--- src/core/ldcs_map.svh ---
`ifndef LDCS_MAP_SVH
`define LDCS_MAP_SVH
// Behaviour
// - Bit 6 of 0x2c holds keyboard controller reset
// - Low byte first; high byte write relocates immediately
// - Relocated address cleared by hard or main reset
// - Strap pin picks default address 0x2e or 0x4e
// - Power bit 5 cleared by standby reset only
// - Eight banks selected by logical device number
// - Index port selects, data port accesses register
// - Registers reachable only in configuration state
// - Activate bit 0 enables selected device
// - Reserved bank ranges ignore writes, read zero
// - Activate and power bits are one linked bit
// - Device number selects bank; activate acts there

// ****************************************
// Register indices
// ****************************************
`define LDCS_IDX_LDN      8'h07
`define LDCS_IDX_PWR      8'h22
`define LDCS_IDX_ADDR_LO  8'h26
`define LDCS_IDX_ADDR_HI  8'h27
`define LDCS_IDX_FAC_D    8'h2b
`define LDCS_IDX_FAC_KBC  8'h2c
`define LDCS_IDX_FAC_A    8'h2d
`define LDCS_IDX_FAC_B    8'h2e
`define LDCS_IDX_FAC_C    8'h2f
`define LDCS_IDX_ACT      8'h30
`define LDCS_IDX_RSV_LO   8'h31
`define LDCS_IDX_RSV_HI   8'h5f

// ****************************************
// Fields, defaults
// ****************************************
`define LDCS_KBC_BIT      6
`define LDCS_SP2_BIT      5
`define LDCS_ACT_BIT      0
`define LDCS_DEF_ADDR_0   16'h002e
`define LDCS_DEF_ADDR_1   16'h004e
`define LDCS_ZERO_BYTE    8'h00
`endif

--- src/core/ldcs_pkg.sv ---
package ldcs_pkg;
   typedef struct packed {
      logic        wr;
      logic        rd;
      logic [15:0] addr;
      logic [7:0]  wdata;
   } ldcs_io_s;

   typedef enum logic [1:0] {
      PORT_NONE,
      PORT_INDEX,
      PORT_DATA
   } ldcs_port_e;
endpackage

--- src/core/ldcs_top.sv ---
`include "ldcs_map.svh"

module ldcs_top import ldcs_pkg::*; (
   input  wire logic        clk,
   input  wire logic        rst_b,
   input  wire logic        vcc_por,
   input  wire logic        standby_power_on_reset,
   input  wire logic        hard_rst,
   input  wire logic        soft_rst,
   input  wire logic        cfg_state,
   input  wire logic        addr_strap,
   input  wire ldcs_io_s    io_req,
   output logic      [7:0]  io_rdata,
   output logic             io_rvalid,
   output logic             kbc_hold,
   output logic      [7:0]  dev_active,
   output logic      [15:0] cfg_addr
);

   // ****************************************
   // Strap synchroniser
   // ****************************************
   logic       strap_s1;
   logic       strap_s2;
   logic       strap_s3;
   logic       strap_lvl;
   logic       next_strap_lvl;

   always_comb begin
      next_strap_lvl = strap_lvl;
      if (strap_s2 == strap_s3) begin
         next_strap_lvl = strap_s3;
      end
   end

   always_ff @(posedge clk) begin
      if (!rst_b) begin
         strap_s1  <= 1'b0;
         strap_s2  <= 1'b0;
         strap_s3  <= 1'b0;
         strap_lvl <= 1'b0;
      end else begin
         strap_s1  <= addr_strap;
         strap_s2  <= strap_s1;
         strap_s3  <= strap_s2;
         strap_lvl <= next_strap_lvl;
      end
   end

   // ****************************************
   // Port decode
   // ****************************************
   logic [15:0] def_addr;
   logic [15:0] data_addr;
   logic [15:0] base_q;
   logic        reloc_q;
   ldcs_port_e  port_sel;

   assign def_addr  = strap_lvl ? `LDCS_DEF_ADDR_1 : `LDCS_DEF_ADDR_0;
   assign cfg_addr  = reloc_q ? base_q : def_addr;
   assign data_addr = cfg_addr + 16'h0001;

   always_comb begin
      port_sel = PORT_NONE;
      if (cfg_state && io_req.addr == cfg_addr) begin
         port_sel = PORT_INDEX;
      end else if (cfg_state && io_req.addr == data_addr) begin
         port_sel = PORT_DATA;
      end
   end

   // ****************************************
   // Register state
   // ****************************************
   logic [7:0]  index_q;
   logic [7:0]  ldn_q;
   logic [7:0]  lo_q;
   logic [7:0]  dev_on_q;
   logic [7:0]  fac_q [5];
   logic [7:0]  rd_mux;
   logic        data_wr;
   logic        pwr_rst;
   logic        addr_rst;
   logic        any_rst;
   logic [7:0]  next_index_q;
   logic [7:0]  next_ldn_q;
   logic [7:0]  next_lo_q;
   logic [15:0] next_base_q;
   logic        next_reloc_q;
   logic [7:0]  next_dev_on_q;
   logic [7:0]  next_fac_q [5];
   logic [7:0]  next_io_rdata;

   assign data_wr  = io_req.wr && port_sel == PORT_DATA;
   assign pwr_rst  = vcc_por || standby_power_on_reset;
   assign addr_rst = vcc_por || hard_rst;
   assign any_rst  = pwr_rst || hard_rst || soft_rst;

   always_comb begin
      next_index_q  = index_q;
      next_ldn_q    = ldn_q;
      next_lo_q     = lo_q;
      next_base_q   = base_q;
      next_reloc_q  = reloc_q;
      next_dev_on_q = dev_on_q;
      next_fac_q    = fac_q;
      if (io_req.wr && port_sel == PORT_INDEX) begin
         next_index_q = io_req.wdata;
      end
      if (data_wr) begin
         case (index_q)
            `LDCS_IDX_LDN: begin
               next_ldn_q = {5'h00, io_req.wdata[2:0]};
            end
            `LDCS_IDX_PWR: begin
               next_dev_on_q = io_req.wdata;
            end
            `LDCS_IDX_ADDR_LO: begin
               next_lo_q = {io_req.wdata[7:1], 1'b0};
            end
            `LDCS_IDX_ADDR_HI: begin
               next_base_q  = {io_req.wdata, lo_q};
               next_reloc_q = 1'b1;
            end
            `LDCS_IDX_FAC_D, `LDCS_IDX_FAC_KBC, `LDCS_IDX_FAC_A, `LDCS_IDX_FAC_B, `LDCS_IDX_FAC_C: begin
               next_fac_q[3'(index_q - `LDCS_IDX_FAC_D)] = io_req.wdata;
            end
            `LDCS_IDX_ACT: begin
               next_dev_on_q[ldn_q[2:0]] = io_req.wdata[`LDCS_ACT_BIT];
            end
            default: begin
               next_index_q = index_q;
            end
         endcase
      end
      if (any_rst) begin
         next_ldn_q = `LDCS_ZERO_BYTE;
         next_dev_on_q[`LDCS_SP2_BIT-1:0] = 5'h00;
         next_dev_on_q[7:`LDCS_SP2_BIT+1] = 2'h0;
      end
      if (standby_power_on_reset) begin
         next_dev_on_q[`LDCS_SP2_BIT] = 1'b0;
      end
      if (addr_rst) begin
         next_reloc_q = 1'b0;
         next_lo_q    = `LDCS_ZERO_BYTE;
         next_base_q  = 16'h0000;
      end
      if (pwr_rst) begin
         for (int i = 0; i < 5; i++) begin
            next_fac_q[i] = `LDCS_ZERO_BYTE;
         end
      end
   end

   always_comb begin
      rd_mux = `LDCS_ZERO_BYTE;
      if (port_sel == PORT_INDEX) begin
         rd_mux = index_q;
      end else if (port_sel == PORT_DATA) begin
         case (index_q)
            `LDCS_IDX_LDN:     rd_mux = ldn_q;
            `LDCS_IDX_PWR:     rd_mux = dev_on_q;
            `LDCS_IDX_ADDR_LO: rd_mux = cfg_addr[7:0];
            `LDCS_IDX_ADDR_HI: rd_mux = cfg_addr[15:8];
            `LDCS_IDX_FAC_D, `LDCS_IDX_FAC_KBC, `LDCS_IDX_FAC_A, `LDCS_IDX_FAC_B, `LDCS_IDX_FAC_C: begin
               rd_mux = fac_q[3'(index_q - `LDCS_IDX_FAC_D)];
            end
            `LDCS_IDX_ACT:     rd_mux = {7'h00, dev_on_q[ldn_q[2:0]]};
            default:           rd_mux = `LDCS_ZERO_BYTE;
         endcase
      end
      next_io_rdata = io_req.rd ? rd_mux : io_rdata;
   end

   always_ff @(posedge clk) begin
      if (!rst_b) begin
         index_q   <= `LDCS_ZERO_BYTE;
         ldn_q     <= `LDCS_ZERO_BYTE;
         lo_q      <= `LDCS_ZERO_BYTE;
         base_q    <= 16'h0000;
         reloc_q   <= 1'b0;
         dev_on_q  <= `LDCS_ZERO_BYTE;
         fac_q     <= '{default: `LDCS_ZERO_BYTE};
         io_rdata  <= `LDCS_ZERO_BYTE;
         io_rvalid <= 1'b0;
      end else begin
         index_q   <= next_index_q;
         ldn_q     <= next_ldn_q;
         lo_q      <= next_lo_q;
         base_q    <= next_base_q;
         reloc_q   <= next_reloc_q;
         dev_on_q  <= next_dev_on_q;
         fac_q     <= next_fac_q;
         io_rdata  <= next_io_rdata;
         io_rvalid <= io_req.rd && port_sel != PORT_NONE;
      end
   end

   assign kbc_hold   = fac_q[1][`LDCS_KBC_BIT];
   assign dev_active = dev_on_q;

   // ****************************************
   // Checks
   // ****************************************
   property p_kbc;
      @(posedge clk) disable iff (!rst_b)
      (data_wr && index_q == `LDCS_IDX_FAC_KBC && !pwr_rst) |=> kbc_hold == $past(io_req.wdata[6]);
   endproperty
   a_kbc: assert property (p_kbc) else $error("kbc hold not following write");

   property p_reloc;
      @(posedge clk) disable iff (!rst_b)
      (data_wr && index_q == `LDCS_IDX_ADDR_HI && !addr_rst) |=> cfg_addr == {$past(io_req.wdata), lo_q};
   endproperty
   a_reloc: assert property (p_reloc) else $error("config address not moved");

   property p_keep_addr;
      @(posedge clk) disable iff (!rst_b)
      (!addr_rst && !(data_wr && index_q == `LDCS_IDX_ADDR_HI) && reloc_q) |=> $stable(cfg_addr);
   endproperty
   a_keep_addr: assert property (p_keep_addr) else $error("config address changed");

   property p_default;
      @(posedge clk) disable iff (!rst_b)
      addr_rst |=> cfg_addr == (strap_lvl ? 16'h004e : 16'h002e);
   endproperty
   a_default: assert property (p_default) else $error("default address wrong");

   property p_sp2;
      @(posedge clk) disable iff (!rst_b)
      (!standby_power_on_reset && !data_wr) |=> $stable(dev_on_q[5]);
   endproperty
   a_sp2: assert property (p_sp2) else $error("serial 2 power bit disturbed");

   property p_cfg_only;
      @(posedge clk) disable iff (!rst_b)
      (!cfg_state && !any_rst) |=> $stable(ldn_q) && $stable(dev_on_q) && $stable(index_q);
   endproperty
   a_cfg_only: assert property (p_cfg_only) else $error("access outside configuration state");

   property p_act;
      @(posedge clk) disable iff (!rst_b)
      (data_wr && index_q == `LDCS_IDX_ACT && !any_rst) |=> dev_active[ldn_q[2:0]] == $past(io_req.wdata[0]);
   endproperty
   a_act: assert property (p_act) else $error("activate did not reach device");

   property p_rsv;
      @(posedge clk) disable iff (!rst_b)
      (io_req.rd && port_sel == PORT_DATA && index_q >= 8'h31 && index_q <= 8'h5f) |=> io_rdata == 8'h00;
   endproperty
   a_rsv: assert property (p_rsv) else $error("reserved read not zero");

   property p_fac_rst;
      @(posedge clk) disable iff (!rst_b)
      pwr_rst |=> kbc_hold == 1'b0 && fac_q[0] == 8'h00;
   endproperty
   a_fac_rst: assert property (p_fac_rst) else $error("factory register not cleared");

   property p_index;
      @(posedge clk) disable iff (!rst_b)
      (io_req.wr && port_sel == PORT_INDEX) |=> index_q == $past(io_req.wdata);
   endproperty
   a_index: assert property (p_index) else $error("index not taken");

endmodule

--- config.mk ---
export PLATFORM = sky130hd
export DESIGN_NAME = ldcs_top
export DESIGN_NICKNAME = d
export VERILOG_FILES = /design/src/core/ldcs_pkg.sv /design/src/core/ldcs_top.sv
export VERILOG_INCLUDE_DIRS = /design/src /design/src/core
export SDC_FILE = /design/constraint.sdc
export NUM_CORES = 1
export LEC_CHECK = 0
export ABC_AREA = 0
export BUFFER_PORTS_ARGS = -buffer_cell sky130_fd_sc_hd__buf_2
export CAP_MARGIN = 30
export CORE_MARGIN = 3
export CORE_UTILIZATION = 42
export DETAILED_ROUTE_END_ITERATION = 8
export SYNTH_ARGS = -nofsm -noshare
export SYNTH_HDL_FRONTEND = slang
export SYNTH_SLANG_ARGS = --single-unit
--- constraint.sdc ---
create_clock -name clk -period 3.3 [get_ports clk]
set_clock_uncertainty 0.15 [all_clocks]
set_input_delay 0.495 -clock clk [delete_from_list [all_inputs] [get_ports clk]]
set_output_delay 0.495 -clock clk [all_outputs]
set_load 0.1 [all_outputs]
==> impl_results.md <==
* Outcome: complete, no violations
* Fill count at approximately 1,200
* Total GRT Usage at 0.232
* Hold Fails Final Rpt at 0
* Layout Nets at between 700 and 800
* Final min period at 2.99 ns
* Worst EP arrival at approximately 3.1 ns
* Synth Flop Type: dfxtp_1
* Pre-CTS WS at ~0.35 ns
* Lkg Pwr at 0.00215 µW
* Syn_nets at around 680
* Max FO, Critical Path at 17
* Clock Pin Slew Worst Setup and Hold Paths at about 0.07 ns
* Post-DP HPWL at 11,900 µm
* CTS Buffer Depth at 2
* H-tree levels at 3
* Crit path kind: reg -> reg
* Clk Latency, worst-skew pair at roughly 0.36 ns
* First-pass GRT wire length at roughly 26,000 µm
* Synthesis Warnings at 0
* Post-CTS Resized at 0
* Clock share of power at 0.475
* CTS tree: built
* Vias at a little over 5,000
* Crit path depth at 8
* TNS Setup at 0 ns
* Die ar. at roughly 14,000 µm²
* Reg power frac at 0.480
* Routed len/inst at 19.3 µm
* CP Capture Type: flip-flop
* Fraction of layout cells with a size suffix above 1 at 0.181
* Slew Limit Fails at 0
* Core Region at about 12,000 µm²
* Sequential fraction of the synthesis area at 0.358
* Worst Path Buf+Inv at 1
* Hold Slack at 0.200 ns
* Max-slew headroom at 0.524
* Hold crit path type: in -> reg
* EDFF count, synth at 0
* Sw frac at 0.221
* Die H at 118 µm
* Worst slew pin tran at about 0.71 ns
* CP Launch Type: flip-flop
* Post-Synthesis Cells at between 600 and 700
* Pin count of the biggest net entering global routing at between 40 and 50
* Post-layout util at 0.493
* Psw at about 530 µW
* Setup Viol. Count Final at 0
* Drt first pass iters at 5
* IO Port Bufs at between 60 and 70
* Most common cell after layout, fill and taps aside: dfxtp_1
* Critical Path RT at around 3.4 ns
* P&R area growth vs syn at 13.2%
* Synth Area per Inst at a little over 8 µm²
* Grt ovf at 0
* Initial Util at 0.435
* Residual DRC at 0
* TritonCTS buffer count at 9
* RD Place Congestion at around 0.91
* Most frequent cells in the layout: 95 x dfxtp_1, 66 x buf_2, 63 x nand2_1
* Vias per cell at around 6.0
* Period utilization at 0.906
* I/O pins at about 70
* Std cell rows at 40
* Final wirelength at around 16,000 µm
* Crit-path cells: inv_1 > ha_1 > mux2_2 > a21oi_1 > nor2_1 > a211oi_1 > a2bb2oi_1 > o21ai_1
* Chip Width at 118 µm
* Max frequency at approximately 330 MHz
* Antenna violations before repair at 0
* Comb pwr share at 0.045
* ANT cells at 0
* P_int at between 1500 and 2000 µW
* Delay-heaviest family, CP: compound AO/OA/AOI/OAI gates
* Clock root buffer: clkbuf_16
* Inst Count DP at between 800 and 900
* Worst Reg-to-Reg Cells at 8
* Ys async rst share at 0
* Unrepaired setup endpoints after global routing: false
* Yosys cell types at 71
* Post-CTS setup repair buffer count at 0
* Post-route setup slack at 0.310 ns
* Max stage delay on crit path at 0.75 ns
* PwrDens at between 300 and 400 nW/µm²
* Fin cells at approximately 850
* Vias in the first global route at roughly 4,800
* Max Cap Violations at 0
* Initial DRC Count at a little over 500
* Mapped Area at between 5000 and 6000 µm²
* Hold path depth at 2
* CTS Hold Bufs at 0
* Synth Register Bits at 95
* Slowest-stage cell, CP: ha_1
* Routed Antenna Nets at 0
* Clock sink count at 95
* Peak VDD IR at 0.228 mV
logic make-up after synthesis:
kind of cell | after synthesis | share of synthesized area
AOI/OAI and AO/OA | 193 | 0.223
xor gates and xnor gates | 7 | 0.0115
adders and majority gates | 4 | 0.00942
buffers and inverters | 66 | 0.0624
DFF | 95 | 0.358
muxes | 53 | 0.106
other | 1 | 0.000706
and+or+nand+nor | 222 | 0.229
stage by stage:
stage                     total power, µW  instance area (µm²)
after floorplan                      1220                 5310
after global placement               1280                 5690
after detailed placement             1280                 5690
after CTS                            2410                 6010
after global routing                 2470                 6010
final                                2390                 6010
routing by layer:
| metal | track usage | routed length, µm | up-vias |
|---|---|---|---|
| met4 | 0.0934 | 423 | 0 |
| met5 | 0 | 0 | - |
| li1 | - | - | 2440 |
| met3 | 0.0464 | 1100 | 28 |
| met2 | 0.362 | 7560 | 168 |
| met1 | 0.314 | 7400 | 2440 |
state kept, by name (all words and copies together), names as in the netlist:
register / count
dev_active: 8
strap_s2: 1
io_rvalid: 1
base_q: 15
strap_lvl: 1
strap_s1: 1
strap_s3: 1
index_q: 8
ldn_q: 3
fac_q: 39
kbc_hold: 1
lo_q: 7
io_rdata: 8
reloc_q: 1
layout make-up:
cell class / count / area, µm² / area share
multi-input combinational: 480 / 3090 / 0.513
sequential: 95 / 1900 / 0.316
timing repair buffer: 81 / 443 / 0.0736
clock buffer: 11 / 243 / 0.0404
tap: 168 / 210 / 0.0349
clock inverter: 4 / 77.6 / 0.0129
inverter: 14 / 52.6 / 0.00874
final timing paths:
path,from,slack (ns),endpoint
max,index_q[0],0.31,io_rdata[4]
min,addr_strap,0.20,strap_s1
max reg2reg,index_q[0],0.31,io_rdata[4]
min reg2reg,strap_s1,0.28,strap_s2
worst reg2reg max path: cells and delay by family (launching register included):
kind            cells  cell delay, ns
flops               1            0.43
simple gates        1            0.06
compound gates      4            0.90
buf+inv             1            0.18
mux                 1            0.41
fa+ha+maj           1            0.75
synth_stat cells, types with 7 or more instances:
master / count / area [µm²]
dfxtp_1: 95 / 1900
nand2_1: 63 / 236
a21oi_1: 62 / 310
o21ai_0: 46 / 230
mux2i_1: 45 / 450
nand3_1: 42 / 210
clkbuf_1: 31 / 116
nand4_1: 24 / 150
nor2_1: 18 / 67.6
and2_1: 17 / 106
inv_1: 13 / 48.8
o21ai_1: 13 / 65.1
a31oi_1: 12 / 75.1
a211oi_1: 11 / 82.6
nand2b_1: 10 / 62.6
a2bb2oi_1: 8 / 70.1
nor2b_1: 7 / 43.8
power groups by stage:
stage / Clock (µW) / Sequential (µW) / Combinational (µW)
after floorplan: 0 / 1170 / 50.7
final: 1140 / 1150 / 107
after global placement: 0 / 1170 / 105
after global routing: 1210 / 1150 / 114
after detailed placement: 0 / 1170 / 106
after CTS: 1160 / 1150 / 106
Note: power is estimated with default switching activity, not from simulation.
